**src/core/wwd_defs.svh**
```systemverilog
// Constants of the windowed watchdog timer: rates, offsets, bit positions and reset values.
`ifndef WWD_DEFS_SVH
`define WWD_DEFS_SVH

// ----------------------------------------------------------------------------
// Clock rates and derived counts
// ----------------------------------------------------------------------------
`define WWD_CORE_CLK_HZ 100000000
`define WWD_LOW_POWER_RC_OSC_HZ 31000
`define WWD_LOW_POWER_RC_OSC_DIV (`WWD_CORE_CLK_HZ / `WWD_LOW_POWER_RC_OSC_HZ)
`define WWD_LOW_POWER_RC_OSC_CNT_W 12
`define WWD_PRE_LAST_5BIT 7'h1F
`define WWD_PRE_LAST_7BIT 7'h7F
`define WWD_PRE_SHIFT_5BIT 5
`define WWD_PRE_SHIFT_7BIT 7
`define WWD_BASE_PERIOD_5BIT_MS 1
`define WWD_BASE_PERIOD_7BIT_MS 4

// ----------------------------------------------------------------------------
// Register offsets
// ----------------------------------------------------------------------------
`define WWD_RSTCTL_OFS 8'h00
`define WWD_CFGRD_OFS 8'h02
`define WWD_POSTCNT_OFS 8'h04
`define WWD_PRECNT_OFS 8'h06

// ----------------------------------------------------------------------------
// Field positions
// ----------------------------------------------------------------------------
`define WWD_RC_IDLE_BIT 2
`define WWD_RC_SLEEP_BIT 3
`define WWD_RC_TIMEOUT_BIT 4
`define WWD_RC_SWEN_BIT 5
`define WWD_CFG_PS_MSB 3
`define WWD_CFG_PS_LSB 0
`define WWD_CFG_PRESEL_BIT 4
`define WWD_CFG_WINDOW_DISABLE_CFG_BIT 6
`define WWD_CFG_HWEN_BIT 7

// ----------------------------------------------------------------------------
// Reset values
// ----------------------------------------------------------------------------
`define WWD_CFG_RST 8'hFF
`define WWD_DATA_RST 16'h0000

`endif

```
**src/core/wwd_pkg.sv**
```systemverilog
// Types shared by the windowed watchdog timer.
package wwd_pkg;

    typedef logic [7:0] wwd_addr_t;
    typedef logic [15:0] wwd_data_t;
    typedef logic [7:0] wwd_cfg_t;

    typedef enum logic [2:0] {
        WWD_PM_RUN = 3'b001,
        WWD_PM_SLEEP = 3'b010,
        WWD_PM_IDLE = 3'b100
    } wwd_pmode_t;

endpackage : wwd_pkg

```
**src/core/wwd_watchdog_timer.sv**
```systemverilog
// Windowed watchdog timer with prescaler, postscaler, power-save handling and reset control bits.
`timescale 1ns/1ps
`default_nettype none
`include "wwd_defs.svh"

// Overview of operation
// - Watchdog ticks come from the low-power RC oscillator, switched on while enabled.
// - Prescaler divides oscillator ticks by 32 or 128, chosen by one config bit.
// - Nominal base period after prescaler is 1 ms or 4 ms.
// - Four-bit postscale field picks one of 16 ratios, 1:1 to 1:32768.
// - Any device reset clears watchdog, prescaler and postscaler counts.
// - Completion of any clock switch clears all counts.
// - Entering sleep or idle by power-save instruction clears all counts.
// - Leaving sleep or idle back to normal execution clears all counts.
// - Clear instruction during normal execution restarts counts, window permitting.
// - An enabled watchdog keeps counting in sleep and idle.
// - Timeout in sleep or idle wakes the device instead of resetting it.
// - Timeout flag is cleared only by nrst or by software, never by the watchdog logic itself.
// - In window mode a clear restarts counts only in the final quarter.
// - In window mode an early clear causes a watchdog reset.
// - Window mode is active when the window-disable config bit is zero.
// - Hardware enable config bit set keeps the watchdog always running.
// - With hardware enable zero, watchdog runs exactly while software enable is set.
// - Every device reset clears the software enable bit.
module wwd_watchdog_timer (
    input wire logic core_clk,
    input wire logic nrst,
    input wire wwd_pkg::wwd_addr_t bus_addr,
    input wire wwd_pkg::wwd_data_t bus_wdata,
    input wire logic bus_we,
    input wire logic bus_re,
    output var wwd_pkg::wwd_data_t bus_rdata,
    input wire wwd_pkg::wwd_cfg_t config_word_one,
    input wire logic watchdog_clear_instr,
    input wire logic power_save_instr,
    input wire logic power_save_idle,
    input wire logic osc_switch_done,
    input wire logic wake_event,
    output var logic low_power_rc_osc_en,
    output var logic watchdog_reset_req,
    output var logic watchdog_wake,
    output var logic power_save_active
);
    import wwd_pkg::*;

    // ------------------------------------------------------------------------
    // Declarations
    // ------------------------------------------------------------------------
    localparam logic [`WWD_LOW_POWER_RC_OSC_CNT_W-1:0] LOW_POWER_RC_OSC_LAST = `WWD_LOW_POWER_RC_OSC_CNT_W'(`WWD_LOW_POWER_RC_OSC_DIV - 1);

    wwd_cfg_t cfg_meta_ff;
    wwd_cfg_t cfg_ff;
    wwd_pmode_t mode_ff;
    wwd_pmode_t nxt_mode;
    logic [`WWD_LOW_POWER_RC_OSC_CNT_W-1:0] low_power_rc_osc_cnt_ff;
    logic [6:0] pre_cnt_ff;
    logic [14:0] post_cnt_ff;
    logic sw_enable_ff;
    logic timeout_flag_ff;
    logic sleep_flag_ff;
    logic idle_flag_ff;
    wwd_data_t rdata_ff;
    logic osc_en_ff;
    logic reset_req_ff;
    logic wake_ff;
    logic ps_active_ff;

    logic [3:0] post_sel;
    logic pre_sel;
    logic window_en;
    logic hw_en;
    logic running;
    logic in_run;
    logic low_power_rc_osc_tick;
    logic [6:0] pre_last;
    logic pre_tc;
    logic [15:0] post_target;
    logic [14:0] post_last;
    logic timeout;
    logic [25:0] elapsed;
    logic [25:0] period;
    logic win_open;
    logic clr_ok;
    logic early_clr;
    logic wd_reset;
    logic wd_wake;
    logic ps_enter;
    logic ps_exit;
    logic count_clear;
    logic rstctl_wr;

    // ------------------------------------------------------------------------
    // Configuration word
    // ------------------------------------------------------------------------
    // The fuse bits arrive from outside this clock domain, so they pass two flops first.
    // Until the synchroniser delivers the pins, the reset value keeps the hardware enable
    // set, so the watchdog errs on the side of running.
    always_ff @(posedge core_clk) begin
        if (!nrst) begin
            cfg_meta_ff <= `WWD_CFG_RST;
            cfg_ff <= `WWD_CFG_RST;
        end else begin
            cfg_meta_ff <= config_word_one;
            cfg_ff <= cfg_meta_ff;
        end
    end

    assign post_sel = cfg_ff[`WWD_CFG_PS_MSB:`WWD_CFG_PS_LSB];
    assign pre_sel = cfg_ff[`WWD_CFG_PRESEL_BIT];
    assign window_en = ~cfg_ff[`WWD_CFG_WINDOW_DISABLE_CFG_BIT];
    assign hw_en = cfg_ff[`WWD_CFG_HWEN_BIT];

    // A set hardware enable overrides software entirely.
    assign running = hw_en | sw_enable_ff;
    // Clear and power-save instructions only act while the core executes.
    assign in_run = (mode_ff == WWD_PM_RUN);

    // ------------------------------------------------------------------------
    // Low-power RC oscillator tick
    // ------------------------------------------------------------------------
    // The oscillator is modelled as a free divider of the core clock that only runs while
    // the watchdog is enabled; its phase is not part of the watchdog counts.
    always_ff @(posedge core_clk) begin
        if (!nrst) begin
            low_power_rc_osc_cnt_ff <= '0;
        end else if (!running) begin
            low_power_rc_osc_cnt_ff <= '0;
        end else if (low_power_rc_osc_cnt_ff == LOW_POWER_RC_OSC_LAST) begin
            low_power_rc_osc_cnt_ff <= '0;
        end else begin
            low_power_rc_osc_cnt_ff <= low_power_rc_osc_cnt_ff + `WWD_LOW_POWER_RC_OSC_CNT_W'(1);
        end
    end

    assign low_power_rc_osc_tick = running && (low_power_rc_osc_cnt_ff == LOW_POWER_RC_OSC_LAST);

    // ------------------------------------------------------------------------
    // Terminal counts
    // ------------------------------------------------------------------------
    // The base period is 32 or 128 oscillator ticks, nominally 1 ms or 4 ms.
    assign pre_last = pre_sel ? `WWD_PRE_LAST_7BIT : `WWD_PRE_LAST_5BIT;
    assign pre_tc = low_power_rc_osc_tick && (pre_cnt_ff == pre_last);

    // The postscaler holds one less than its ratio, so 1:1 times out on the first
    // prescaler terminal count.
    assign post_target = 16'h0001 << post_sel;
    assign post_last = 15'(post_target - 16'h0001);
    assign timeout = pre_tc && (post_cnt_ff == post_last);

    // ------------------------------------------------------------------------
    // Window check
    // ------------------------------------------------------------------------
    // Elapsed and full period are both in oscillator ticks, so the quarter is exact even
    // at 1:1 postscale where the postscaler alone cannot resolve it.
    always_comb begin
        if (pre_sel) begin
            elapsed = (26'(post_cnt_ff) << `WWD_PRE_SHIFT_7BIT) + 26'(pre_cnt_ff);
            period = 26'(post_target) << `WWD_PRE_SHIFT_7BIT;
        end else begin
            elapsed = (26'(post_cnt_ff) << `WWD_PRE_SHIFT_5BIT) + 26'(pre_cnt_ff);
            period = 26'(post_target) << `WWD_PRE_SHIFT_5BIT;
        end
    end

    assign win_open = (26'(elapsed << 2) >= 26'((period << 1) + period));

    // ------------------------------------------------------------------------
    // Events
    // ------------------------------------------------------------------------
    // A clear is only honoured in run mode; in sleep or idle the core is not executing,
    // so a clear strobe there is treated as noise and leaves the counts alone.
    // An early clear while the watchdog is disabled does nothing at all, since a stopped
    // watchdog has no window to violate.
    assign clr_ok = watchdog_clear_instr && in_run && (!window_en || win_open);
    assign early_clr = running && watchdog_clear_instr && in_run && window_en && !win_open;
    assign wd_reset = (running && timeout && in_run) || early_clr;
    assign wd_wake = running && timeout && !in_run;
    assign ps_enter = power_save_instr && in_run;
    // Leaving power save through a watchdog wake also counts as an exit, so the counts
    // restart from zero rather than carrying the wake tick over.
    assign ps_exit = !in_run && (wake_event || wd_wake);

    // Every restart source clears both counters; a disabled watchdog holds them cleared.
    assign count_clear = wd_reset
        || osc_switch_done
        || ps_enter
        || ps_exit
        || clr_ok
        || !running;

    // ------------------------------------------------------------------------
    // Prescaler and postscaler
    // ------------------------------------------------------------------------
    // A restart always wins over a terminal count in the same cycle.
    always_ff @(posedge core_clk) begin
        if (!nrst) begin
            pre_cnt_ff <= '0;
        end else if (count_clear) begin
            pre_cnt_ff <= '0;
        end else if (pre_tc) begin
            pre_cnt_ff <= '0;
        end else if (low_power_rc_osc_tick) begin
            pre_cnt_ff <= pre_cnt_ff + 7'h01;
        end
    end

    always_ff @(posedge core_clk) begin
        if (!nrst) begin
            post_cnt_ff <= '0;
        end else if (count_clear) begin
            post_cnt_ff <= '0;
        end else if (timeout) begin
            post_cnt_ff <= '0;
        end else if (pre_tc) begin
            post_cnt_ff <= post_cnt_ff + 15'h0001;
        end
    end

    // ------------------------------------------------------------------------
    // Power mode
    // ------------------------------------------------------------------------
    // Entry wins only when no watchdog reset is raised in the same cycle; the reset keeps
    // the core in run mode, and a half-entered sleep would leave the flags inconsistent.
    always_comb begin
        nxt_mode = mode_ff;
        unique case (mode_ff)
            WWD_PM_RUN: begin
                if (ps_enter && !wd_reset) begin
                    nxt_mode = power_save_idle ? WWD_PM_IDLE : WWD_PM_SLEEP;
                end
            end
            WWD_PM_SLEEP, WWD_PM_IDLE: begin
                // Execution resumes after the power-save instruction, not at the reset vector.
                if (ps_exit) begin
                    nxt_mode = WWD_PM_RUN;
                end
            end
            default: begin
                nxt_mode = WWD_PM_RUN;
            end
        endcase
    end

    always_ff @(posedge core_clk) begin
        if (!nrst) begin
            mode_ff <= WWD_PM_RUN;
        end else begin
            mode_ff <= nxt_mode;
        end
    end

    // ------------------------------------------------------------------------
    // Reset control bits
    // ------------------------------------------------------------------------
    // Only the reset control word is writable; every other offset ignores a write.
    assign rstctl_wr = bus_we && (bus_addr == `WWD_RSTCTL_OFS);

    // A watchdog reset is a device reset, so it beats a software write of the enable.
    always_ff @(posedge core_clk) begin
        if (!nrst) begin
            sw_enable_ff <= 1'b0;
        end else if (wd_reset) begin
            sw_enable_ff <= 1'b0;
        end else if (rstctl_wr) begin
            sw_enable_ff <= bus_wdata[`WWD_RC_SWEN_BIT];
        end
    end

    // Hardware setting wins over a software clear in the same cycle.
    always_ff @(posedge core_clk) begin
        if (!nrst) begin
            timeout_flag_ff <= 1'b0;
        end else if (wd_reset || wd_wake) begin
            timeout_flag_ff <= 1'b1;
        end else if (rstctl_wr) begin
            timeout_flag_ff <= bus_wdata[`WWD_RC_TIMEOUT_BIT];
        end
    end

    // The status bits stay set across a watchdog wake until software clears them.
    always_ff @(posedge core_clk) begin
        if (!nrst) begin
            sleep_flag_ff <= 1'b0;
            idle_flag_ff <= 1'b0;
        end else begin
            if (ps_enter && !wd_reset && !power_save_idle) begin
                sleep_flag_ff <= 1'b1;
            end else if (rstctl_wr) begin
                sleep_flag_ff <= bus_wdata[`WWD_RC_SLEEP_BIT];
            end
            if (ps_enter && !wd_reset && power_save_idle) begin
                idle_flag_ff <= 1'b1;
            end else if (rstctl_wr) begin
                idle_flag_ff <= bus_wdata[`WWD_RC_IDLE_BIT];
            end
        end
    end

    // ------------------------------------------------------------------------
    // Register read port
    // ------------------------------------------------------------------------
    // Read data stand only in the cycle after the strobe and are zero otherwise, which
    // makes a stale read easy to spot.
    always_ff @(posedge core_clk) begin
        if (!nrst) begin
            rdata_ff <= `WWD_DATA_RST;
        end else if (bus_re) begin
            rdata_ff <= `WWD_DATA_RST;
            unique case (bus_addr)
                `WWD_RSTCTL_OFS: begin
                    rdata_ff[`WWD_RC_SWEN_BIT] <= sw_enable_ff;
                    rdata_ff[`WWD_RC_TIMEOUT_BIT] <= timeout_flag_ff;
                    rdata_ff[`WWD_RC_SLEEP_BIT] <= sleep_flag_ff;
                    rdata_ff[`WWD_RC_IDLE_BIT] <= idle_flag_ff;
                end
                `WWD_CFGRD_OFS: begin
                    rdata_ff <= {8'h00, cfg_ff};
                end
                `WWD_POSTCNT_OFS: begin
                    rdata_ff <= {running, post_cnt_ff};
                end
                `WWD_PRECNT_OFS: begin
                    rdata_ff <= {win_open, 4'h0, mode_ff, 1'b0, pre_cnt_ff};
                end
                default: begin
                    rdata_ff <= `WWD_DATA_RST;
                end
            endcase
        end else begin
            rdata_ff <= `WWD_DATA_RST;
        end
    end

    // ------------------------------------------------------------------------
    // Output flops
    // ------------------------------------------------------------------------
    always_ff @(posedge core_clk) begin
        if (!nrst) begin
            osc_en_ff <= 1'b0;
        end else begin
            osc_en_ff <= running;
        end
    end

    always_ff @(posedge core_clk) begin
        if (!nrst) begin
            // Both pulses are registered so that downstream reset and wake logic sees a
            // clean one-cycle strobe with no combinational path from the counters.
            reset_req_ff <= 1'b0;
            wake_ff <= 1'b0;
        end else begin
            reset_req_ff <= wd_reset;
            wake_ff <= wd_wake;
        end
    end

    always_ff @(posedge core_clk) begin
        if (!nrst) begin
            ps_active_ff <= 1'b0;
        end else begin
            // Taken from the next mode so the status flop lines up with the mode register.
            ps_active_ff <= (nxt_mode != WWD_PM_RUN);
        end
    end

    assign bus_rdata = rdata_ff;
    assign low_power_rc_osc_en = osc_en_ff;
    assign watchdog_reset_req = reset_req_ff;
    assign watchdog_wake = wake_ff;
    assign power_save_active = ps_active_ff;

endmodule : wwd_watchdog_timer
`default_nettype wire

```
**config.mk**
```make
export PLATFORM = sky130hd
export DESIGN_NAME = wwd_watchdog_timer
export DESIGN_NICKNAME = d
export VERILOG_FILES = /design/src/core/wwd_pkg.sv /design/src/core/wwd_watchdog_timer.sv
export VERILOG_INCLUDE_DIRS = /design/src /design/src/core
export SDC_FILE = /design/constraint.sdc
export NUM_CORES = 1
export LEC_CHECK = 0
export BUFFER_PORTS_ARGS = -buffer_cell sky130_fd_sc_hd__buf_2
export CORE_UTILIZATION = 60
export DETAILED_ROUTE_END_ITERATION = 7
export PLACE_DENSITY = 0.81
export SLEW_MARGIN = 20
export SYNTH_ARGS = -nofsm -noshare
export SYNTH_HDL_FRONTEND = slang
export SYNTH_SLANG_ARGS = --single-unit
```
**constraint.sdc**
```tcl
create_clock -name core_clk -period 6.2 [get_ports core_clk]
set_input_delay 1.86 -clock core_clk [delete_from_list [all_inputs] [get_ports core_clk]]
set_output_delay 1.86 -clock core_clk [all_outputs]
set_load 0.05 [all_outputs]
```
==> out/results.txt <==
status: finished clean
critical path endpoint category: flop
Worst Hold Class: reg2reg
DR WL/cell: 16.5 um
Max VDD drop: 0.224 mV
Slew Limit Fails: 0
net switching power: 0.281 mW
final worst slack: 0.438 ns
Clk pwr share: 40.9%
Initial Util: 62.9%
clk buf depth: 2
Post-Synthesis Net Count: 815
Fin. Hold Viols: 0
Fmax achieved: 174 MHz
core footprint: 0.00937 sq mm
Mapped Cells: 727
H-tree levels: 3
met2 global-route usage: 48.0%
DRC Markers: 0
Req. time, crit path: 6.39 ns
Total Wirelength: 14600 um
CP Launch Type: flop
critical path arrival: 5.95 ns
Die X: 101 um
IO Count: 61
Int Power: 0.823 mW
crit path kind: reg2reg
row cnt: 35
Slew HR: 30.8%
final setup violation count: 0
Vias: 5495
minimum clock period: 5.76 ns
Lkg Pwr: 2.58 nW
pre-CTS setup slack: 0.511 ns
total die area: 0.0102 sq mm
All-Layer GR Usage: 29.5%
Clock Tree Root: clkbuf_8
Synthesis Warnings: 0
Tcrit/Tclk final: 92.9%
die extent in y: 101 um
CTS buffer count: 9
max cap viols: 0
nets@finish: 837
FF+latch count, synth: 77
sequential cell area: 0.00154 sq mm
commonest cells after routing, fill and taps aside: dfxtp_1 (77), nor2_1 (54), nand2_1 (52), buf_2 (48), ha_1 (45)
clk slew on worst S/H paths: 0.08 ns
initial antenna violation count: 0
vias in the first global route: 5056
routability cong.: 0.877
Via density: 6.23
grt peak-use layer: met2
largest net degree at the start of global routing: 34
Antenna diodes: 0
Post-synth EDFFs: 0
Reg power frac: 46.7%
Logic pwr share: 12.4%
Clock Latency Late Sink: 0.36 ns
total negative slack: 0 ns
share of cells above drive strength 1: 13.1%
ys async rst share: 0%
sequential share of the synthesized area: 26.1%
area occupied by multi-input gates: 0.00406 sq mm
syn avg cell area: 8.11 sq um
area added between synthesis and finish: 8.66%
antenna viol nets, final: 0
Final Skew: 0.0111 ns
M3 GR Usage: 5.13%
crit-path max FO: 14
Clock Sinks: 77
PortBufs: 48
first-pass GRT wire length: 23700 um
1st-iter DRT viols: 412
synthesized area: 0.00590 sq mm
# hold bufs at CTS: 0
fillcell total: 780
post_cts resized: 0
RSZ-0062 raised after global routing: no
Setup Fix Bufs, Post-CTS: 0
Finished Layout Cells: 882
Unique masters post-synth: 75
Sw Ratio: 25.4%
1st-pass router iterations: 5
Slew @ Worst Pin: 1.04 ns
cell count after placement: 867
commonest non-fill, non-tap cell in the layout: dfxtp_1
PwrDens: 172 mW/mm^2
Most used DFF post-synth: dfxtp_1
DP HPWL: 11000 um
met1 global-route usage: 38.8%
grt ovf: 0
CTS tree: yes
kinds of logic after synthesis:
logic type	Yosys count	synth area share (%)
muxes	22	4.67
AOI/OAI and AO/OA	138	15.3
buffers and inverters	71	4.97
DFF	77	26.1
adders and majority gates	47	10.2
xor gates and xnor gates	56	8.32
and+or+nand+nor	316	30.4
routing by layer:
layer	up-vias	part of all wire [%]
met2	232	45
met4	0	2.8
met1	2536	45
met5	-	0
met3	32	7.1
li1	2695	-
sequential cells by signal (all words and copies together), names as in the netlist:
| signal | flops |
|---|---|
| bus_rdata | 16 |
| cfg_ff | 8 |
| cfg_meta_ff | 8 |
| idle_flag_ff | 1 |
| low_power_rc_osc_cnt_ff | 12 |
| low_power_rc_osc_en | 1 |
| mode_ff | 3 |
| post_cnt_ff | 15 |
| power_save_active | 1 |
| pre_cnt_ff | 7 |
| sleep_flag_ff | 1 |
| sw_enable_ff | 1 |
| timeout_flag_ff | 1 |
| watchdog_reset_req | 1 |
| watchdog_wake | 1 |
power by group through the flow:
stage	clock, mW	combinational, mW	sequential, mW
6_report	0.452	0.137	0.515
5_1_grt	0.479	0.149	0.517
4_1_cts	0.458	0.135	0.515
3_5_place_dp	0	0.134	0.527
3_3_place_gp	0	0.128	0.526
2_1_floorplan	0	0.0974	0.524
cell usage after synthesis (all sizes together) (5+ instances only):
library cell  count  area [sq um]
a211oi            5          37.5
a21o              9          67.6
a21oi            44           235
a31oi             5          31.3
and2             12          75.1
and3             16           100
and4              9          78.8
buf              14          77.6
clkbuf           33           125
dfxtp            77          1540
ha               45           563
inv              23          86.3
mux2i            14           140
nand2            53           206
nand2b           26           163
nand3            26           130
nand3b            5          37.5
nand4            15           109
nor2             54           203
nor2b            10          62.6
nor3             24           125
nor3b             6          45.0
nor4             28           190
o21ai            32           160
or3               7          43.8
or4               5          41.3
xnor2            34           298
xor2             22           193
worst paths after layout:
path	from	endpoint	slack, ns	depth (start not counted)
setup / recovery	cfg_ff[2]$_SDFF_PN1_	post_cnt_ff[0]$_SDFFE_PP0P_	0.44	21
hold / removal	cfg_meta_ff[1]$_SDFF_PN1_	cfg_ff[1]$_SDFF_PN1_	0.41	1
setup reg to reg	cfg_ff[2]$_SDFF_PN1_	post_cnt_ff[0]$_SDFFE_PP0P_	0.44	21
hold reg to reg	cfg_meta_ff[1]$_SDFF_PN1_	cfg_ff[1]$_SDFF_PN1_	0.41	1
through the flow:
step / total power [mW] / hold WS [ns] / area [sq um] / utilization, %
global placement: 0.654 / 0.389 / 6170 / 65.8
floorplan: 0.621 / 0.386 / 5900 / -
global route: 1.14 / 0.419 / 6410 / 68.4
CTS: 1.11 / 0.411 / 6410 / 68.4
finish: 1.10 / 0.409 / 6410 / 68.4
detailed placement: 0.660 / 0.392 / 6170 / 65.8
layout make-up:
cell class	count	area share, %
sequential	77	24.1
clock buffer	9	1.93
multi-input combinational	579	63.4
timing repair buffer	58	4.92
inverter	24	1.41
tap	129	2.52
clock inverter	6	1.76
critical path: stages (launching register included):
cell and delay, ns:
dfxtp_1 0.62, inv_1 0.16, and3_1 0.17, a21oi_1 0.38, nor3_1 0.13, ha_1 0.31, inv_1 0.08, o41ai_1 0.55
nand2_1 0.11, o21ai_1 0.28, a31oi_1 0.23, o21bai_1 0.25, xnor2_1 0.16, ha_1 0.28, and4_1 0.22, nand4_1 0.09
a21oi_1 0.05, or4_4 0.59, a2111o_1 0.48, a21oi_4 0.17, buf_4 0.20, nor4_1 0.08
(Power assumes the default switching activity.)
